**config.mk**
```make
export PLATFORM = sky130hd
export DESIGN_NAME = itd_dchannel
export DESIGN_NICKNAME = d
export VERILOG_FILES = /design/src/core/itd_pkg.sv /design/src/core/itd_dchannel.sv /design/src/core/itd_info1_gen.sv
export SDC_FILE = /design/constraint.sdc
export NUM_CORES = 1
export LEC_CHECK = 0
export ABC_AREA = 1
export BUFFER_PORTS_ARGS = -buffer_cell sky130_fd_sc_hd__buf_4
export CAP_MARGIN = 20
export CORE_MARGIN = 4
export CORE_UTILIZATION = 46
export CTS_CLUSTER_SIZE = 25
export DETAILED_ROUTE_END_ITERATION = 10
export HOLD_SLACK_MARGIN = 0.06
export PLACE_DENSITY_LB_ADDON = 0.25
export SKIP_CTS_REPAIR_TIMING = 1
export SLEW_MARGIN = 0
export SYNTH_ARGS = -nofsm -noshare
export SYNTH_HDL_FRONTEND = slang
export SYNTH_SLANG_ARGS = --single-unit
```
**constraint.sdc**
```tcl
create_clock -name pclk -period 2 [get_ports pclk]
set_clock_uncertainty 0.1 [all_clocks]
set_input_delay 0 -clock pclk [delete_from_list [all_inputs] [get_ports pclk]]
set_output_delay 0 -clock pclk [all_outputs]
set_load 0.05 [all_outputs]
```
**src/core/itd_pkg.sv**
```systemverilog
// Constants and types shared by the terminal D-channel access block.
package itd_pkg;

    // Register byte offsets on the APB slave.
    localparam logic [7:0] ITD_OFF_CTRL   = 8'h00;
    localparam logic [7:0] ITD_OFF_STATUS = 8'h04;
    localparam logic [7:0] ITD_OFF_EVENT  = 8'h08;
    localparam logic [7:0] ITD_OFF_ERROR  = 8'h0c;

    // Control register fields.
    localparam int ITD_CTRL_ACT_REQ   = 0;
    localparam int ITD_CTRL_DEACT_REQ = 1;
    localparam int ITD_CTRL_INFO1_CAP = 2;
    localparam logic ITD_INFO1_CAP_RST = 1'b1;

    // Event register fields, write one to clear.
    localparam int ITD_EV_PH_AI    = 0;
    localparam int ITD_EV_MPH_AI   = 1;
    localparam int ITD_EV_PH_DI    = 2;
    localparam int ITD_EV_MPH_DI   = 3;
    localparam int ITD_EV_MPH_EI   = 4;
    localparam int ITD_EV_II_CONN  = 5;
    localparam int ITD_EV_II_DISC  = 6;
    localparam int ITD_EV_COLLIDE  = 7;
    localparam int ITD_EV_DONE     = 8;
    localparam int ITD_EV_W        = 9;

    // Echo ones count and access thresholds.
    localparam int         ITD_CNT_W       = 4;
    localparam logic [3:0] ITD_CNT_MAX     = 4'hb;
    localparam logic [3:0] ITD_X1_NORMAL   = 4'h8;
    localparam logic [3:0] ITD_X1_LOWER    = 4'h9;
    localparam logic [3:0] ITD_X2_NORMAL   = 4'ha;
    localparam logic [3:0] ITD_X2_LOWER    = 4'hb;

    // Transmitted signal code handed to the line coder.
    localparam logic [1:0] ITD_INFO0 = 2'h0;
    localparam logic [1:0] ITD_INFO1 = 2'h1;
    localparam logic [1:0] ITD_INFO3 = 2'h3;

    // Error indication codes.
    localparam logic [1:0] ITD_ERR_NONE    = 2'h0;
    localparam logic [1:0] ITD_ERR_FRAMING = 2'h1;
    localparam logic [1:0] ITD_ERR_RECOVER = 2'h2;

    // INFO 1 pattern: length and the two slots carrying pulses.
    localparam logic [2:0] ITD_I1_POS_SLOT = 3'h0;
    localparam logic [2:0] ITD_I1_NEG_SLOT = 3'h1;
    localparam logic [2:0] ITD_I1_LAST     = 3'h7;

    // Activation state.
    typedef enum logic [3:0] {
        ITD_ST_DEACT  = 4'b0001,
        ITD_ST_AWAIT  = 4'b0010,
        ITD_ST_SYNC   = 4'b0100,
        ITD_ST_ACTIVE = 4'b1000
    } itd_act_t;

    // D-channel transmit state.
    typedef enum logic [1:0] {
        ITD_TX_MONITOR = 2'b01,
        ITD_TX_SEND    = 2'b10
    } itd_tx_t;

endpackage : itd_pkg

```
**src/core/itd_dchannel.sv**
```systemverilog
// Terminal layer 1 D-channel access, activation primitives and INFO generation.
`timescale 1ns/10ps
module itd_dchannel
    import itd_pkg::*;
(
    // Clock, reset and clock enable.
    input  wire logic        pclk,
    input  wire logic        presetn,
    input  wire logic        ce,
    // APB slave.
    input  wire logic        psel,
    input  wire logic        penable,
    input  wire logic        pwrite,
    input  wire logic [7:0]  paddr,
    input  wire logic [31:0] pwdata,
    output logic [31:0]      prdata,
    output logic             pready,
    output logic             pslverr,
    // Receive-side conditions from the frame aligner.
    input  wire logic        line_connected,
    input  wire logic        frame_aligned,
    input  wire logic        a_bit_one,
    input  wire logic        echo_stb,
    input  wire logic        echo_bit,
    // Transmit timing.
    input  wire logic        d_slot_stb,
    input  wire logic        info1_bit_stb,
    // Layer 2 frame bits.
    input  wire logic        l2_pending,
    input  wire logic        l2_signalling,
    input  wire logic        l2_bit,
    input  wire logic        l2_last,
    output logic             l2_take,
    output logic             l2_done,
    output logic             l2_abort,
    // Line coder drive.
    output logic [1:0]       tx_info,
    output logic             tx_d_bit,
    output logic             tx_pos,
    output logic             tx_neg
);

    itd_act_t             act_state;
    itd_tx_t              tx_state;
    logic [ITD_CNT_W-1:0] echo_ones;
    logic [ITD_CNT_W-1:0] next_echo_ones;
    logic                 low1;
    logic                 low2;
    logic                 tx_class1;
    logic                 last_sent;
    logic                 info1_cap;
    logic                 act_req;
    logic                 deact_req;
    logic [ITD_EV_W-1:0]  events;
    logic [ITD_EV_W-1:0]  ev_set;
    logic [1:0]           err_code;
    logic                 err_open;
    logic                 conn_seen;
    logic                 aligned_seen;
    logic                 bus_ok;
    logic                 bus_wr;
    logic [ITD_CNT_W-1:0] thr;
    logic                 may_start;
    logic                 echo_check;
    logic                 mismatch;
    logic                 success;
    logic                 is_active;
    logic                 drop_to_deact;

    // Bus qualification: a transfer completes on the edge that sees pready.
    assign bus_ok = psel && penable && pready;
    assign bus_wr = bus_ok && pwrite;

    // Threshold for the waiting frame's class and the start condition.
    always_comb begin
        if (l2_signalling) begin
            thr = low1 ? ITD_X1_LOWER : ITD_X1_NORMAL;
        end else begin
            thr = low2 ? ITD_X2_LOWER : ITD_X2_NORMAL;
        end
    end
    assign is_active = (act_state == ITD_ST_ACTIVE);
    assign may_start = is_active && l2_pending && (echo_ones >= thr);

    // Echo comparison against the last bit put on the D-channel.
    assign echo_check = (tx_state == ITD_TX_SEND) && echo_stb;
    assign mismatch   = echo_check && (echo_bit != tx_d_bit);
    assign success    = echo_check && !mismatch && last_sent;

    // Leaving the active condition always ends a frame in progress.
    assign drop_to_deact = deact_req || !line_connected;

    // Consecutive ONE counter on the echo channel, saturating.
    always_comb begin
        next_echo_ones = echo_ones;
        if (!is_active) begin
            next_echo_ones = '0;
        end else if (echo_stb) begin
            if (!echo_bit) begin
                next_echo_ones = '0;
            end else if (echo_ones != ITD_CNT_MAX) begin
                next_echo_ones = echo_ones + 4'h1;
            end
        end
    end

    always_ff @(posedge pclk or negedge presetn) begin
        if (!presetn) begin
            echo_ones <= '0;
        end else if (ce) begin
            echo_ones <= next_echo_ones;
        end
    end

    // Priority levels. A restore and a success in one cycle: success wins,
    // since the frame that just went out should give way to the others.
    always_ff @(posedge pclk or negedge presetn) begin
        if (!presetn) begin
            low1 <= 1'b0;
            low2 <= 1'b0;
        end else if (ce) begin
            if (echo_stb && next_echo_ones == ITD_X1_LOWER) begin
                low1 <= 1'b0;
            end
            if (echo_stb && next_echo_ones == ITD_X2_LOWER) begin
                low2 <= 1'b0;
            end
            if (success && tx_class1) begin
                low1 <= 1'b1;
            end
            if (success && !tx_class1) begin
                low2 <= 1'b1;
            end
        end
    end

    // D-channel transmit: monitor, send, and abandon on collision.
    always_ff @(posedge pclk or negedge presetn) begin
        if (!presetn) begin
            tx_state  <= ITD_TX_MONITOR;
            tx_d_bit  <= 1'b1;
            tx_class1 <= 1'b0;
            last_sent <= 1'b0;
            l2_take   <= 1'b0;
            l2_done   <= 1'b0;
            l2_abort  <= 1'b0;
        end else if (ce) begin
            l2_take  <= 1'b0;
            l2_done  <= 1'b0;
            l2_abort <= 1'b0;
            case (tx_state)
                ITD_TX_MONITOR: begin
                    tx_d_bit  <= 1'b1;
                    last_sent <= 1'b0;
                    if (d_slot_stb && may_start) begin
                        tx_state  <= ITD_TX_SEND;
                        tx_d_bit  <= l2_bit;
                        tx_class1 <= l2_signalling;
                        last_sent <= l2_last;
                        l2_take   <= 1'b1;
                    end
                end
                ITD_TX_SEND: begin
                    if (!is_active || mismatch) begin
                        tx_state <= ITD_TX_MONITOR;
                        tx_d_bit <= 1'b1;
                        l2_abort <= 1'b1;
                    end else if (success) begin
                        tx_state <= ITD_TX_MONITOR;
                        tx_d_bit <= 1'b1;
                        l2_done  <= 1'b1;
                    end else if (d_slot_stb && !last_sent) begin
                        tx_d_bit  <= l2_bit;
                        last_sent <= l2_last;
                        l2_take   <= 1'b1;
                    end
                end
                default: begin
                    tx_state <= ITD_TX_MONITOR;
                    tx_d_bit <= 1'b1;
                end
            endcase
        end
    end

    // Activation state and the primitives it raises.
    always_ff @(posedge pclk or negedge presetn) begin
        if (!presetn) begin
            act_state <= ITD_ST_DEACT;
        end else if (ce) begin
            case (act_state)
                ITD_ST_DEACT: begin
                    if (line_connected && frame_aligned) begin
                        act_state <= ITD_ST_SYNC;
                    end else if (line_connected && act_req && info1_cap) begin
                        act_state <= ITD_ST_AWAIT;
                    end
                end
                ITD_ST_AWAIT: begin
                    if (drop_to_deact) begin
                        act_state <= ITD_ST_DEACT;
                    end else if (frame_aligned) begin
                        act_state <= ITD_ST_SYNC;
                    end
                end
                ITD_ST_SYNC: begin
                    if (drop_to_deact || !frame_aligned) begin
                        act_state <= ITD_ST_DEACT;
                    end else if (a_bit_one) begin
                        act_state <= ITD_ST_ACTIVE;
                    end
                end
                ITD_ST_ACTIVE: begin
                    if (drop_to_deact || !frame_aligned) begin
                        act_state <= ITD_ST_DEACT;
                    end
                end
                default: act_state <= ITD_ST_DEACT;
            endcase
        end
    end

    // Signal code to the line coder: INFO 1 while awaiting, INFO 3 once aligned.
    always_ff @(posedge pclk or negedge presetn) begin
        if (!presetn) begin
            tx_info <= ITD_INFO0;
        end else if (ce) begin
            case (act_state)
                ITD_ST_AWAIT:  tx_info <= ITD_INFO1;
                ITD_ST_SYNC:   tx_info <= ITD_INFO3;
                ITD_ST_ACTIVE: tx_info <= ITD_INFO3;
                default:       tx_info <= ITD_INFO0;
            endcase
        end
    end

    // Event sources for the event register.
    always_comb begin
        ev_set = '0;
        if (act_state != ITD_ST_ACTIVE && act_state != ITD_ST_DEACT
            && !drop_to_deact && frame_aligned && a_bit_one
            && act_state == ITD_ST_SYNC) begin
            ev_set[ITD_EV_PH_AI]  = 1'b1;
            ev_set[ITD_EV_MPH_AI] = 1'b1;
        end
        if (act_state != ITD_ST_DEACT && (drop_to_deact || (!frame_aligned
            && act_state != ITD_ST_AWAIT))) begin
            ev_set[ITD_EV_PH_DI]  = 1'b1;
            ev_set[ITD_EV_MPH_DI] = 1'b1;
        end
        if (aligned_seen != frame_aligned && (err_open || is_active)) begin
            ev_set[ITD_EV_MPH_EI] = 1'b1;
        end
        ev_set[ITD_EV_II_CONN]  = line_connected && !conn_seen;
        ev_set[ITD_EV_II_DISC]  = !line_connected && conn_seen;
        ev_set[ITD_EV_COLLIDE]  = (tx_state == ITD_TX_SEND) && mismatch;
        ev_set[ITD_EV_DONE]     = success;
    end

    // Edge history for connection and alignment, and the error code.
    always_ff @(posedge pclk or negedge presetn) begin
        if (!presetn) begin
            conn_seen    <= 1'b0;
            aligned_seen <= 1'b0;
            err_code     <= ITD_ERR_NONE;
            err_open     <= 1'b0;
        end else if (ce) begin
            conn_seen    <= line_connected;
            aligned_seen <= frame_aligned;
            if (is_active && aligned_seen && !frame_aligned) begin
                err_code <= ITD_ERR_FRAMING;
                err_open <= 1'b1;
            end else if (err_open && !aligned_seen && frame_aligned) begin
                err_code <= ITD_ERR_RECOVER;
                err_open <= 1'b0;
            end
        end
    end

    // Control register; request bits are one-cycle commands.
    always_ff @(posedge pclk or negedge presetn) begin
        if (!presetn) begin
            act_req   <= 1'b0;
            deact_req <= 1'b0;
            info1_cap <= ITD_INFO1_CAP_RST;
        end else if (ce) begin
            act_req   <= 1'b0;
            deact_req <= 1'b0;
            if (bus_wr && paddr == ITD_OFF_CTRL) begin
                act_req   <= pwdata[ITD_CTRL_ACT_REQ];
                deact_req <= pwdata[ITD_CTRL_DEACT_REQ];
                info1_cap <= pwdata[ITD_CTRL_INFO1_CAP];
            end
        end
    end

    // Sticky events: a new event in the clearing cycle survives the clear.
    always_ff @(posedge pclk or negedge presetn) begin
        if (!presetn) begin
            events <= '0;
        end else if (ce) begin
            if (bus_wr && paddr == ITD_OFF_EVENT) begin
                events <= (events & ~pwdata[ITD_EV_W-1:0]) | ev_set;
            end else begin
                events <= events | ev_set;
            end
        end
    end

    // APB answer: one wait state, registered data and error.
    always_ff @(posedge pclk or negedge presetn) begin
        if (!presetn) begin
            pready  <= 1'b0;
            prdata  <= '0;
            pslverr <= 1'b0;
        end else if (ce) begin
            pready  <= psel && penable && !pready;
            prdata  <= '0;
            pslverr <= 1'b0;
            if (psel && penable && !pready) begin
                case (paddr)
                    ITD_OFF_CTRL:   prdata <= {29'h0, info1_cap, 2'h0};
                    ITD_OFF_STATUS: prdata <= {16'h0, low2, low1, tx_state,
                                               echo_ones, act_state, 4'h0};
                    ITD_OFF_EVENT:  prdata <= {23'h0, events};
                    ITD_OFF_ERROR:  prdata <= {29'h0, err_open, err_code};
                    default:        pslverr <= 1'b1;
                endcase
            end
        end
    end

    // INFO 1 pattern runs only while awaiting a signal.
    itd_info1_gen u_info1 (
        .pclk      (pclk),
        .presetn   (presetn),
        .ce        (ce),
        .enable    (act_state == ITD_ST_AWAIT),
        .bit_stb   (info1_bit_stb),
        .pulse_pos (tx_pos),
        .pulse_neg (tx_neg)
    );

endmodule : itd_dchannel

```
**src/core/itd_info1_gen.sv**
```systemverilog
// INFO 1 pattern generator: positive ZERO, negative ZERO, six ONEs, repeated.
`timescale 1ns/10ps
module itd_info1_gen
    import itd_pkg::*;
(
    // Clock and reset.
    input  wire logic pclk,
    input  wire logic presetn,
    input  wire logic ce,
    // Control.
    input  wire logic enable,
    input  wire logic bit_stb,
    // Ternary line drive, ONE is no pulse.
    output logic      pulse_pos,
    output logic      pulse_neg
);

    logic [2:0] slot;

    // Slot counter walks the eight-bit pattern one slot per bit strobe.
    always_ff @(posedge pclk or negedge presetn) begin
        if (!presetn) begin
            slot <= 3'h0;
        end else if (ce) begin
            if (!enable) begin
                slot <= 3'h0;
            end else if (bit_stb) begin
                slot <= (slot == ITD_I1_LAST) ? 3'h0 : slot + 3'h1;
            end
        end
    end

    // Pulses are registered so the line coder sees clean levels.
    always_ff @(posedge pclk or negedge presetn) begin
        if (!presetn) begin
            pulse_pos <= 1'b0;
            pulse_neg <= 1'b0;
        end else if (ce) begin
            pulse_pos <= enable && (slot == ITD_I1_POS_SLOT);
            pulse_neg <= enable && (slot == ITD_I1_NEG_SLOT);
        end
    end

endmodule : itd_info1_gen

```
==> key figures, run 1 <==
Status
  • Outcome: finished, final reports clean

Clocking
  • H-tree levels: 3
  • CTS Buf Count: 9
  • Root buf cell: clkbuf_8
  • CTS clk-pin slew, worst paths: 0.07 ns
  • Clk sinks: 59
  • CTS max path bufs: 2
  • CTS tree: built
  • Worst skew pair latency: 0.34 ns

Floorplanning
  • Num ports: 99
  • Die area: 8698 um^2
  • Die Y-Extent: 93.27 um
  • Core ar.: 6944 um^2
  • Initial Util: 48.16%
  • DIE WIDTH: 93.27 um
  • Rows: 30

Timing
  • Relative slew margins: 50.33%
  • Post-layout min period: 1.890 ns
  • Actual slew at the worst max-slew pin: 0.7450 ns
  • # setup viols final: 0
  • RSZ-0062 raised after global routing: false
  • Tcrit/Tclk final: 94.50%
  • Final Hold Fails: 0
  • Max-slew violations: 0
  • Fmax: 529.1 MHz
  • Setup total negative slack: 0 ns

Worst setup path
  • Crit path kind: primary input to register
  • Worst path most repeated cell: dlygate4sd3_1
  • CP max FO: 23
  • Critical Path RT: 2.13 ns
  • Largest delay share family, worst path: buffers and inverters
  • Critical path launch point type: primary input
  • CP Buf/Inv Count: 4
  • Crit-path max cell delay: 0.56 ns
  • Worst EP arrival: 2.02 ns
  • CP max-delay cell: dlygate4sd3_1
  • CP Cell Sequence: dlygate4sd3_1 > buf_4 > nand2_1 > dlygate4sd3_1 > o21ai_0 > dlygate4sd3_1
  • Critical path endpoint category: register

Synth
  • Seq/Total Area, Yosys: 44.29%
  • Mean post-synth cell area: 7.399 um^2
  • FF+latch count, synth: 59
  • Count of cell types in the netlist: 34
  • Synth Cell Area: 3344 um^2
  • Mapped Cells: 452
  • Yosys warning total: 0

Place
  • Dpl hpwl: 5802 um
  • Global placement routability congestion: 0.8639
  • Buffers on Ports: 59
  • Placed instance count: 598

Pwr
  • Sw Pwr: 1.312 mW
  • Worst IR drop on VDD: 601.7 uV
  • Net Sw Frac: 36.75%
  • Pwr dens: 836.5 nW/um^2
  • Internal: 2.258 mW
  • Clock share of power: 27.0%
  • LEAKAGE: 2.280 nW
  • Power share of the combinational group: 30.4%
  • Seq pwr share: 42.6%

Detailed routing
  • Initial DRC count: 141
  • Remaining DRCs: 0
  • TritonRoute pass-1 iters: 4
  • Vias: 3161
  • Antenna-violating nets left: 0
  • WL final: 8102 um
  • DR WL/cell: 12.62 um
  • Vias per cell: 4.924

Final layout
  • Fill count: 657
  • Non-filler instance count after layout: 642
  • Area used by multi-input combinational logic: 1572 um^2
  • Reg area: 1481 um^2
  • Final net count: 607
  • Antenna Diode Count: 0
  • Layout cell share with drive strength beyond 1: 16.85%
  • Area delta synth->final: 27.61%

Global route
  • Initial antenna violation count: 0
  • Vias in the first global route: 2845
  • Largest net degree at the start of global routing: 60
  • Total track usage: 19.40%
  • First-pass GRT wire length: 13160 um
  • GRT Residual Overflow: 0

Hold path
  • Min-delay worst type: primary input to register

Flow run
  • Max-cap viol count: 0
==> final cells by class <==
cell class	count	area share [%]
Multi-Input combinational cell	333	36.82
Sequential cell	59	34.71
Timing Repair Buffer	89	17.30
Inverter	49	4.310
Clock buffer	14	3.811
Tap cell	96	2.814
Clock inverter	2	0.2345
==> power groups by stage <==
stage,Sequential [mW],Clock (mW),Combinational (mW)
floorplan,1.65,0,0.646
global placement,1.54,0,1.02
detailed placement,1.54,0,1.04
CTS,1.52,0.985,1.05
global route,1.55,1.05,1.23
finish,1.52,0.964,1.09
==> final timing paths <==
path | from | to | slack (ns) | depth (start not counted)
max in group asynchronous | presetn | pready$_DFFE_PN0P_ | 1.14 | 2
worst max register to register | low2$_DFFE_PN0P_ | tx_state[1]$_DFFE_PN0P_ | 0.23 | 9
worst max-delay path | ce | aligned_seen$_DFFE_PN0P_ | 0.11 | 6
worst min-delay path | paddr[1] | pslverr$_DFFE_PN0P_ | 0.03 | 5
min in group asynchronous | presetn | conn_seen$_DFFE_PN0P_ | 0.15 | 2
worst min register to register | info1_cap$_DFFE_PN1P_ | info1_cap$_DFFE_PN1P_ | 0.37 | 2
==> cells in the mapped netlist, drive strengths merged <==
cell    count  share of area (%)
nand2     161                 18
dfrtp      55                 41
inv        48                5.4
nand3      46                7.2
nor2       40                5.3
o21ai      29                4.3
buf        21                4.3
nand4      13                2.6
ha          9                3.4
nor3        6                1.2
clkbuf      5               0.56
a21oi       4               0.60
dfstp       4                3.1
o211ai      2               0.45
a21boi      1               0.22
a22o        1               0.26
clkinv      1               0.11
conb        1               0.11
mux2        1               0.34
nand3b      1               0.22
o21a        1               0.22
o22ai       1               0.19
o31ai       1               0.22
==> stage by stage <==
| step | power, mW | setup WS [ns] | instance area, um^2 | hold WS [ns] | util (%) |
|---|---|---|---|---|---|
| after floorplan | 2.292 | 0.3843 | 3401 | -0.3956 | - |
| after global placement | 2.551 | 0.2709 | 3815 | 0.02178 | 54.94 |
| after detailed placement | 2.580 | 0.2380 | 3815 | 0.01924 | 54.94 |
| after CTS | 3.551 | 0.2206 | 3988 | -0.3532 | 57.42 |
| after global routing | 3.822 | 0.05823 | 4268 | 0.06527 | 61.46 |
| final | 3.570 | 0.1100 | 4268 | 0.03213 | 61.46 |
==> sequential cells by signal (all words and copies together) (netlist names), 2 cells and up <==
signal and flops:
prdata 16, tx_info 2, err_code 2, u_info1.slot 3, events 9, echo_ones 4, tx_state 2, act_state 4
==> worst register-to-register path: cells and delay by family (launching register included) <==
kind                     cells  cell delay [ns]
adder cells (fa/ha/maj)      1             0.27
flip-flops                   1             0.40
multiplexers                 1             0.27
AND/OR/NAND/NOR              7             0.62
==> layer usage <==
layer	GRT usage, %	routed length (um)	share of wire (%)
met1	26.52	3698	46
met2	30.26	3762	46
met3	3.540	554	6.8
met4	8.059	87	1.1
met5	0	0	0
==> logic make-up (layout without fill, tap and decap cells) <==
group,Yosys count,count (layout),share of synthesized area [%]
and+or+nand+nor,267,267,34.98
other,1,16,0.1121
buffers and inverters,75,154,10.40
adders and majority gates,9,9,3.367
muxes,1,1,0.3367
DFF,59,59,44.29
AOI/OAI and AO/OA,40,40,6.510
==> cells in the final DEF, fill, tap and decap left out, types with 4 or more instances in the layout <==
cell | netlist | layout
nand2_1 | 159 | 159
buf_4 | 16 | 61
dfrtp_1 | 55 | 55
inv_1 | 45 | 45
nand3_1 | 44 | 44
nor2_1 | 36 | 36
dlygate4sd3_1 | 0 | 28
o21ai_0 | 27 | 27
conb_1 | 1 | 16
nand4_1 | 12 | 12
clkbuf_8 | 0 | 11
ha_1 | 9 | 9
nor3_1 | 5 | 5
a21oi_1 | 4 | 4
dfstp_2 | 4 | 4
(Power assumes the default switching activity.)
==> inputs of run 2 (changes only) <==
- BUFFER_PORTS_ARGS: -buffer_cell sky130_fd_sc_hd__buf_4 -> not set
- DONT_BUFFER_PORTS: not set -> 1
- SLEW_MARGIN: 0 -> not set
==> key figures, run 2 (synthesis gave the netlist of run 1 again) <==
Worst setup path
  • Worst path most repeated cell: dlygate4sd3_1
  • RR Startpoint: pready$_DFFE_PN0P_
  • Crit-path max cell delay: 0.58 ns
  • Worst EP arrival: 2.07 ns
  • Critical path launch point type: primary input
  • Worst R2R End: events[2]$_DFFE_PN0P_
  • Worst-case reg-to-reg path depth: 6
  • Critical Path RT: 2.12 ns
  • Crit path kind: primary input to register
  • Worst R2R Setup Slack: 0.06 ns
  • CP max-delay cell: dlygate4sd3_1
  • Critical path endpoint category: register
  • CP Cell Sequence: dlygate4sd3_1 > buf_12 > nand2_1 > dlygate4sd3_1 > o21ai_0 > dlygate4sd3_1
  • CP max FO: 34

Global route
  • GRT Residual Overflow: 0
  • Vias in the first global route: 2644
  • Total track usage: 19.05%
  • Largest net degree at the start of global routing: 60
  • Initial antenna violation count: 0
  • First-pass GRT wire length: 12880 um

Pwr
  • Seq pwr share: 41.2%
  • Power share of the combinational group: 22.9%
  • Sw Pwr: 1.346 mW
  • LEAKAGE: 2.126 nW
  • Internal: 2.612 mW
  • Power Total: 3.958 mW
  • Clock share of power: 35.9%
  • Pwr dens: 925.2 nW/um^2
  • Net Sw Frac: 34.00%
  • Worst IR drop on VDD: 669.8 uV

Place
  • Dpl hpwl: 5658 um
  • Placed instance count: 540
  • Global placement routability congestion: 0.8441
  • Buffers on Ports: 0

Timing
  • Max-slew violations: 0
  • Setup total negative slack: 0 ns
  • Hold WS: -0.05046 ns
  • Tcrit/Tclk final: 97.50%
  • Fmax: 512.8 MHz
  • Actual slew at the worst max-slew pin: 0.5199 ns
  • Final Hold Fails: 2
  • Relative slew margins: 65.34%
  • Post-layout min period: 1.950 ns
  • # setup viols final: 0

Floorplanning
  • Core ar.: 6944 um^2
  • Die Y-Extent: 93.27 um
  • Rows: 30
  • Initial Util: 48.16%
  • DIE WIDTH: 93.27 um
  • Num ports: 99
  • Die area: 8698 um^2

Hold path
  • Min-delay worst type: primary input to register
  • Hold_sp: paddr[2]
  • Worst hold stages: 6
  • Endpoint of the worst hold path: events[8]$_DFFE_PN0P_

Final layout
  • Antenna Diode Count: 0
  • Largest register FFs: 16
  • Final net count: 582
  • Non-filler instance count after layout: 617
  • Commonest non-fill, non-tap cell in the layout: nand2_1
  • Most frequent cells in the layout: 159 x nand2_1, 59 x dlygate4sd3_1, 55 x dfrtp_1
  • Area delta synth->final: 27.91%
  • Largest Register: prdata
  • Layout cell share with drive strength beyond 1: 7.486%
  • Top Registers: prdata (16), events (9)

Clocking
  • CTS max path bufs: 2
  • CTS Buf Count: 9
  • Root buf cell: clkbuf_8
  • CTS tree: built
  • H-tree levels: 3
  • Worst skew pair latency: 0.34 ns
  • CTS clk-pin slew, worst paths: 0.07 ns
  • Clk sinks: 59

Detailed routing
  • Antenna-violating nets left: 0
  • Initial DRC count: 285
  • DR WL/cell: 14.29 um
  • Vias: 3183
  • Vias per cell: 5.159
  • Remaining DRCs: 0
  • TritonRoute pass-1 iters: 4
  • WL final: 8814 um

Flow run
  • Max-cap viol count: 0

Status
  • Outcome: complete, but fails checks
  • Failing checks: hold timing
[run 2: metal layers]
| layer | global-route usage (%) | share of wire [%] |
|---|---|---|
| met5 | 0 | 0 |
| met1 | 24.99 | 44 |
| met3 | 5.229 | 6.7 |
| met2 | 30.08 | 48 |
| met4 | 6.960 | 2.2 |
[run 2: critical path: cells and delay by family]
family / cells / cell delay (ns)
buffers and inverters: 4 / 1.90
AND/OR/NAND/NOR: 1 / 0.07
AO/OA/AOI/OAI: 1 / 0.08
[run 2: area by class of cell]
class / count / area, um^2
Fill cell: 603 / 2666
Multi-Input combinational cell: 333 / 1572
Sequential cell: 59 / 1481
Timing Repair Buffer: 64 / 660.6
Inverter: 49 / 183.9
Clock buffer: 12 / 165.2
Tap cell: 96 / 120.1
Clock inverter: 4 / 95.09
[run 2: how the worst max path moves through the flow]
| stage | startpoint | slack, ns | cells past startpoint | to |
|---|---|---|---|---|
| after global placement | low1$_DFFE_PN0P_ | 0.27 | 9 | tx_state[1]$_DFFE_PN0P_ |
| after floorplan | low1$_DFFE_PN0P_ | 0.38 | 9 | tx_state[1]$_DFFE_PN0P_ |
| after global routing | pready$_DFFE_PN0P_ | -0.06 | 6 | events[2]$_DFFE_PN0P_ |
| after detailed placement | low2$_DFFE_PN0P_ | 0.21 | 9 | tx_state[1]$_DFFE_PN0P_ |
| final | ce | 0.05 | 6 | conn_seen$_DFFE_PN0P_ |
| after CTS | low2$_DFFE_PN0P_ | 0.17 | 9 | tx_state[1]$_DFFE_PN0P_ |
[run 2: power groups by stage]
stage / Clock, mW / Sequential, mW / Combinational, mW
detailed placement: 0 / 1.65 / 0.792
finish: 1.42 / 1.63 / 0.906
global route: 1.49 / 1.65 / 1.03
CTS: 1.44 / 1.63 / 0.795
floorplan: 0 / 1.65 / 0.646
global placement: 0 / 1.65 / 0.765
[run 2: metrics by stage]
step	setup WS (ns)	instance area [um^2]	util, %	hold slack (ns)
after floorplan	0.3843	3401	-	-0.3956
after global placement	0.2664	3379	48.67	-0.3936
after detailed placement	0.2055	3379	48.67	-0.3935
after CTS	0.1738	3640	52.41	-0.7657
after global routing	-0.05754	4278	61.60	-0.01413
final	0.04996	4278	61.60	-0.05046
==> inputs of run 3 (changes only) <==
- MAX_ROUTING_LAYER: not set -> met4
==> key figures, run 3 (synthesis gave the netlist of run 1 again) <==
Pwr
  • Worst IR drop on VDD: 670.4 uV
  • Power Total: 3.955 mW
  • Pwr dens: 924.5 nW/um^2
  • LEAKAGE: 2.126 nW

Floorplanning
  • Rows: 30
  • Die area: 8698 um^2
  • DIE WIDTH: 93.27 um
  • Initial Util: 48.16%
  • Core ar.: 6944 um^2
  • Die Y-Extent: 93.27 um
  • Num ports: 99

Clocking
  • CTS Buf Count: 9
  • CTS max path bufs: 2
  • Worst skew pair latency: 0.34 ns
  • H-tree levels: 3
  • CTS clk-pin slew, worst paths: 0.07 ns
  • Clk sinks: 59
  • Root buf cell: clkbuf_8
  • CTS tree: built

Detailed routing
  • Vias: 3168
  • Antenna-violating nets left: 0
  • Initial DRC count: 225
  • Remaining DRCs: 0
  • WL final: 8828 um
  • Vias per cell: 5.135
  • DR WL/cell: 14.31 um
  • TritonRoute pass-1 iters: 5

Final layout
  • Final Util: 61.60%
  • Final net count: 582
  • Largest register FFs: 16
  • Antenna Diode Count: 0
  • Most frequent cells in the layout: 159 x nand2_1, 59 x dlygate4sd3_1, 55 x dfrtp_1
  • Area delta synth->final: 27.91%
  • Top Registers: prdata (16), events (9)
  • Largest Register: prdata
  • Layout cell share with drive strength beyond 1: 7.486%
  • Fill count: 603
  • Commonest non-fill, non-tap cell in the layout: nand2_1
  • Non-filler instance count after layout: 617

Place
  • Dpl hpwl: 5658 um
  • Global placement routability congestion: 0.8572
  • Placed instance count: 540
  • Buffers on Ports: 0

Global route
  • GRT Residual Overflow: 0
  • Initial antenna violation count: 0
  • Vias in the first global route: 2645
  • First-pass GRT wire length: 12850 um
  • Largest net degree at the start of global routing: 60
  • Total track usage: 19.50%

Timing
  • Final Hold Fails: 2
  • # setup viols final: 0
  • Actual slew at the worst max-slew pin: 0.5106 ns
  • Post-layout min period: 1.954 ns
  • Tcrit/Tclk final: 97.70%
  • Hold WS: -0.04800 ns
  • Fmax: 511.8 MHz
  • Setup total negative slack: 0 ns
  • Max-slew violations: 0
  • Relative slew margins: 65.96%

Worst setup path
  • Worst EP arrival: 2.09 ns
  • Crit path kind: register to register
  • Critical path endpoint category: register
  • Critical path launch point type: register
  • CP max FO: 9
  • RR Startpoint: pready$_DFFE_PN0P_
  • Worst R2R Setup Slack: 0.05 ns
  • Critical Path RT: 2.13 ns
  • Worst R2R End: events[2]$_DFFE_PN0P_
  • Worst-case reg-to-reg path depth: 6

Flow run
  • Max-cap viol count: 0

Status
  • Failing checks: hold timing
  • Outcome: complete, but fails checks

Hold path
  • Endpoint of the worst hold path: events[8]$_DFFE_PN0P_
  • Min-delay worst type: primary input to register
  • Hold_sp: paddr[2]
  • Worst hold stages: 6
run 3: cell counts in the layout (fill, tap and decap cells not counted):
Identical to the previous run, type by type.
run 3: critical path: stages, from the launching register on:
cell and delay, ns:
dfrtp_1 0.42, nand4_1 0.25, nor2_8 0.25, nand3_1 0.10, dlygate4sd3_1 0.60, nand2_1 0.07
nand2_1 0.05
run 3: power breakdown:
group	internal (mW)	switching, mW	leakage (nW)	total, mW
registers	1.38	0.252	0.758	1.63
clock network	0.928	0.488	0.133	1.42
logic	0.305	0.603	1.24	0.908
run 3: worst max-delay path by stage:
stage | start | depth (start not counted) | to | slack [ns]
CTS | low2$_DFFE_PN0P_ | 9 | tx_state[1]$_DFFE_PN0P_ | 0.17
detailed placement | low2$_DFFE_PN0P_ | 9 | tx_state[1]$_DFFE_PN0P_ | 0.21
global placement | low1$_DFFE_PN0P_ | 9 | tx_state[1]$_DFFE_PN0P_ | 0.27
finish | pready$_DFFE_PN0P_ | 6 | events[2]$_DFFE_PN0P_ | 0.05
floorplan | low1$_DFFE_PN0P_ | 9 | tx_state[1]$_DFFE_PN0P_ | 0.38
global route | pready$_DFFE_PN0P_ | 6 | events[2]$_DFFE_PN0P_ | -0.06
run 3: metal layers:
metal	vias to the layer above	GRT usage (%)	part of all wire [%]
met5	-	-	0
met4	0	6.960	2.1
met3	20	4.827	6.4
met2	120	30.26	47
met1	1483	24.88	45
li1	1545	-	-
run 3: layout make-up:
| class | count | area (um^2) | area share [%] |
|---|---|---|---|
| Clock buffer | 12 | 165.2 | 3.861 |
| Clock inverter | 4 | 95.09 | 2.223 |
| Inverter | 49 | 183.9 | 4.299 |
| Multi-Input combinational cell | 333 | 1572 | 36.74 |
| Sequential cell | 59 | 1481 | 34.63 |
| Tap cell | 96 | 120.1 | 2.808 |
| Timing Repair Buffer | 64 | 660.6 | 15.44 |
run 3: through the flow:
stage / worst slack, ns / cell area (um^2)
6_report: 0.04603 / 4278
5_1_grt: -0.05754 / 4278
4_1_cts: 0.1738 / 3640
3_5_place_dp: 0.2055 / 3379
3_3_place_gp: 0.2664 / 3379
2_1_floorplan: 0.3843 / 3401
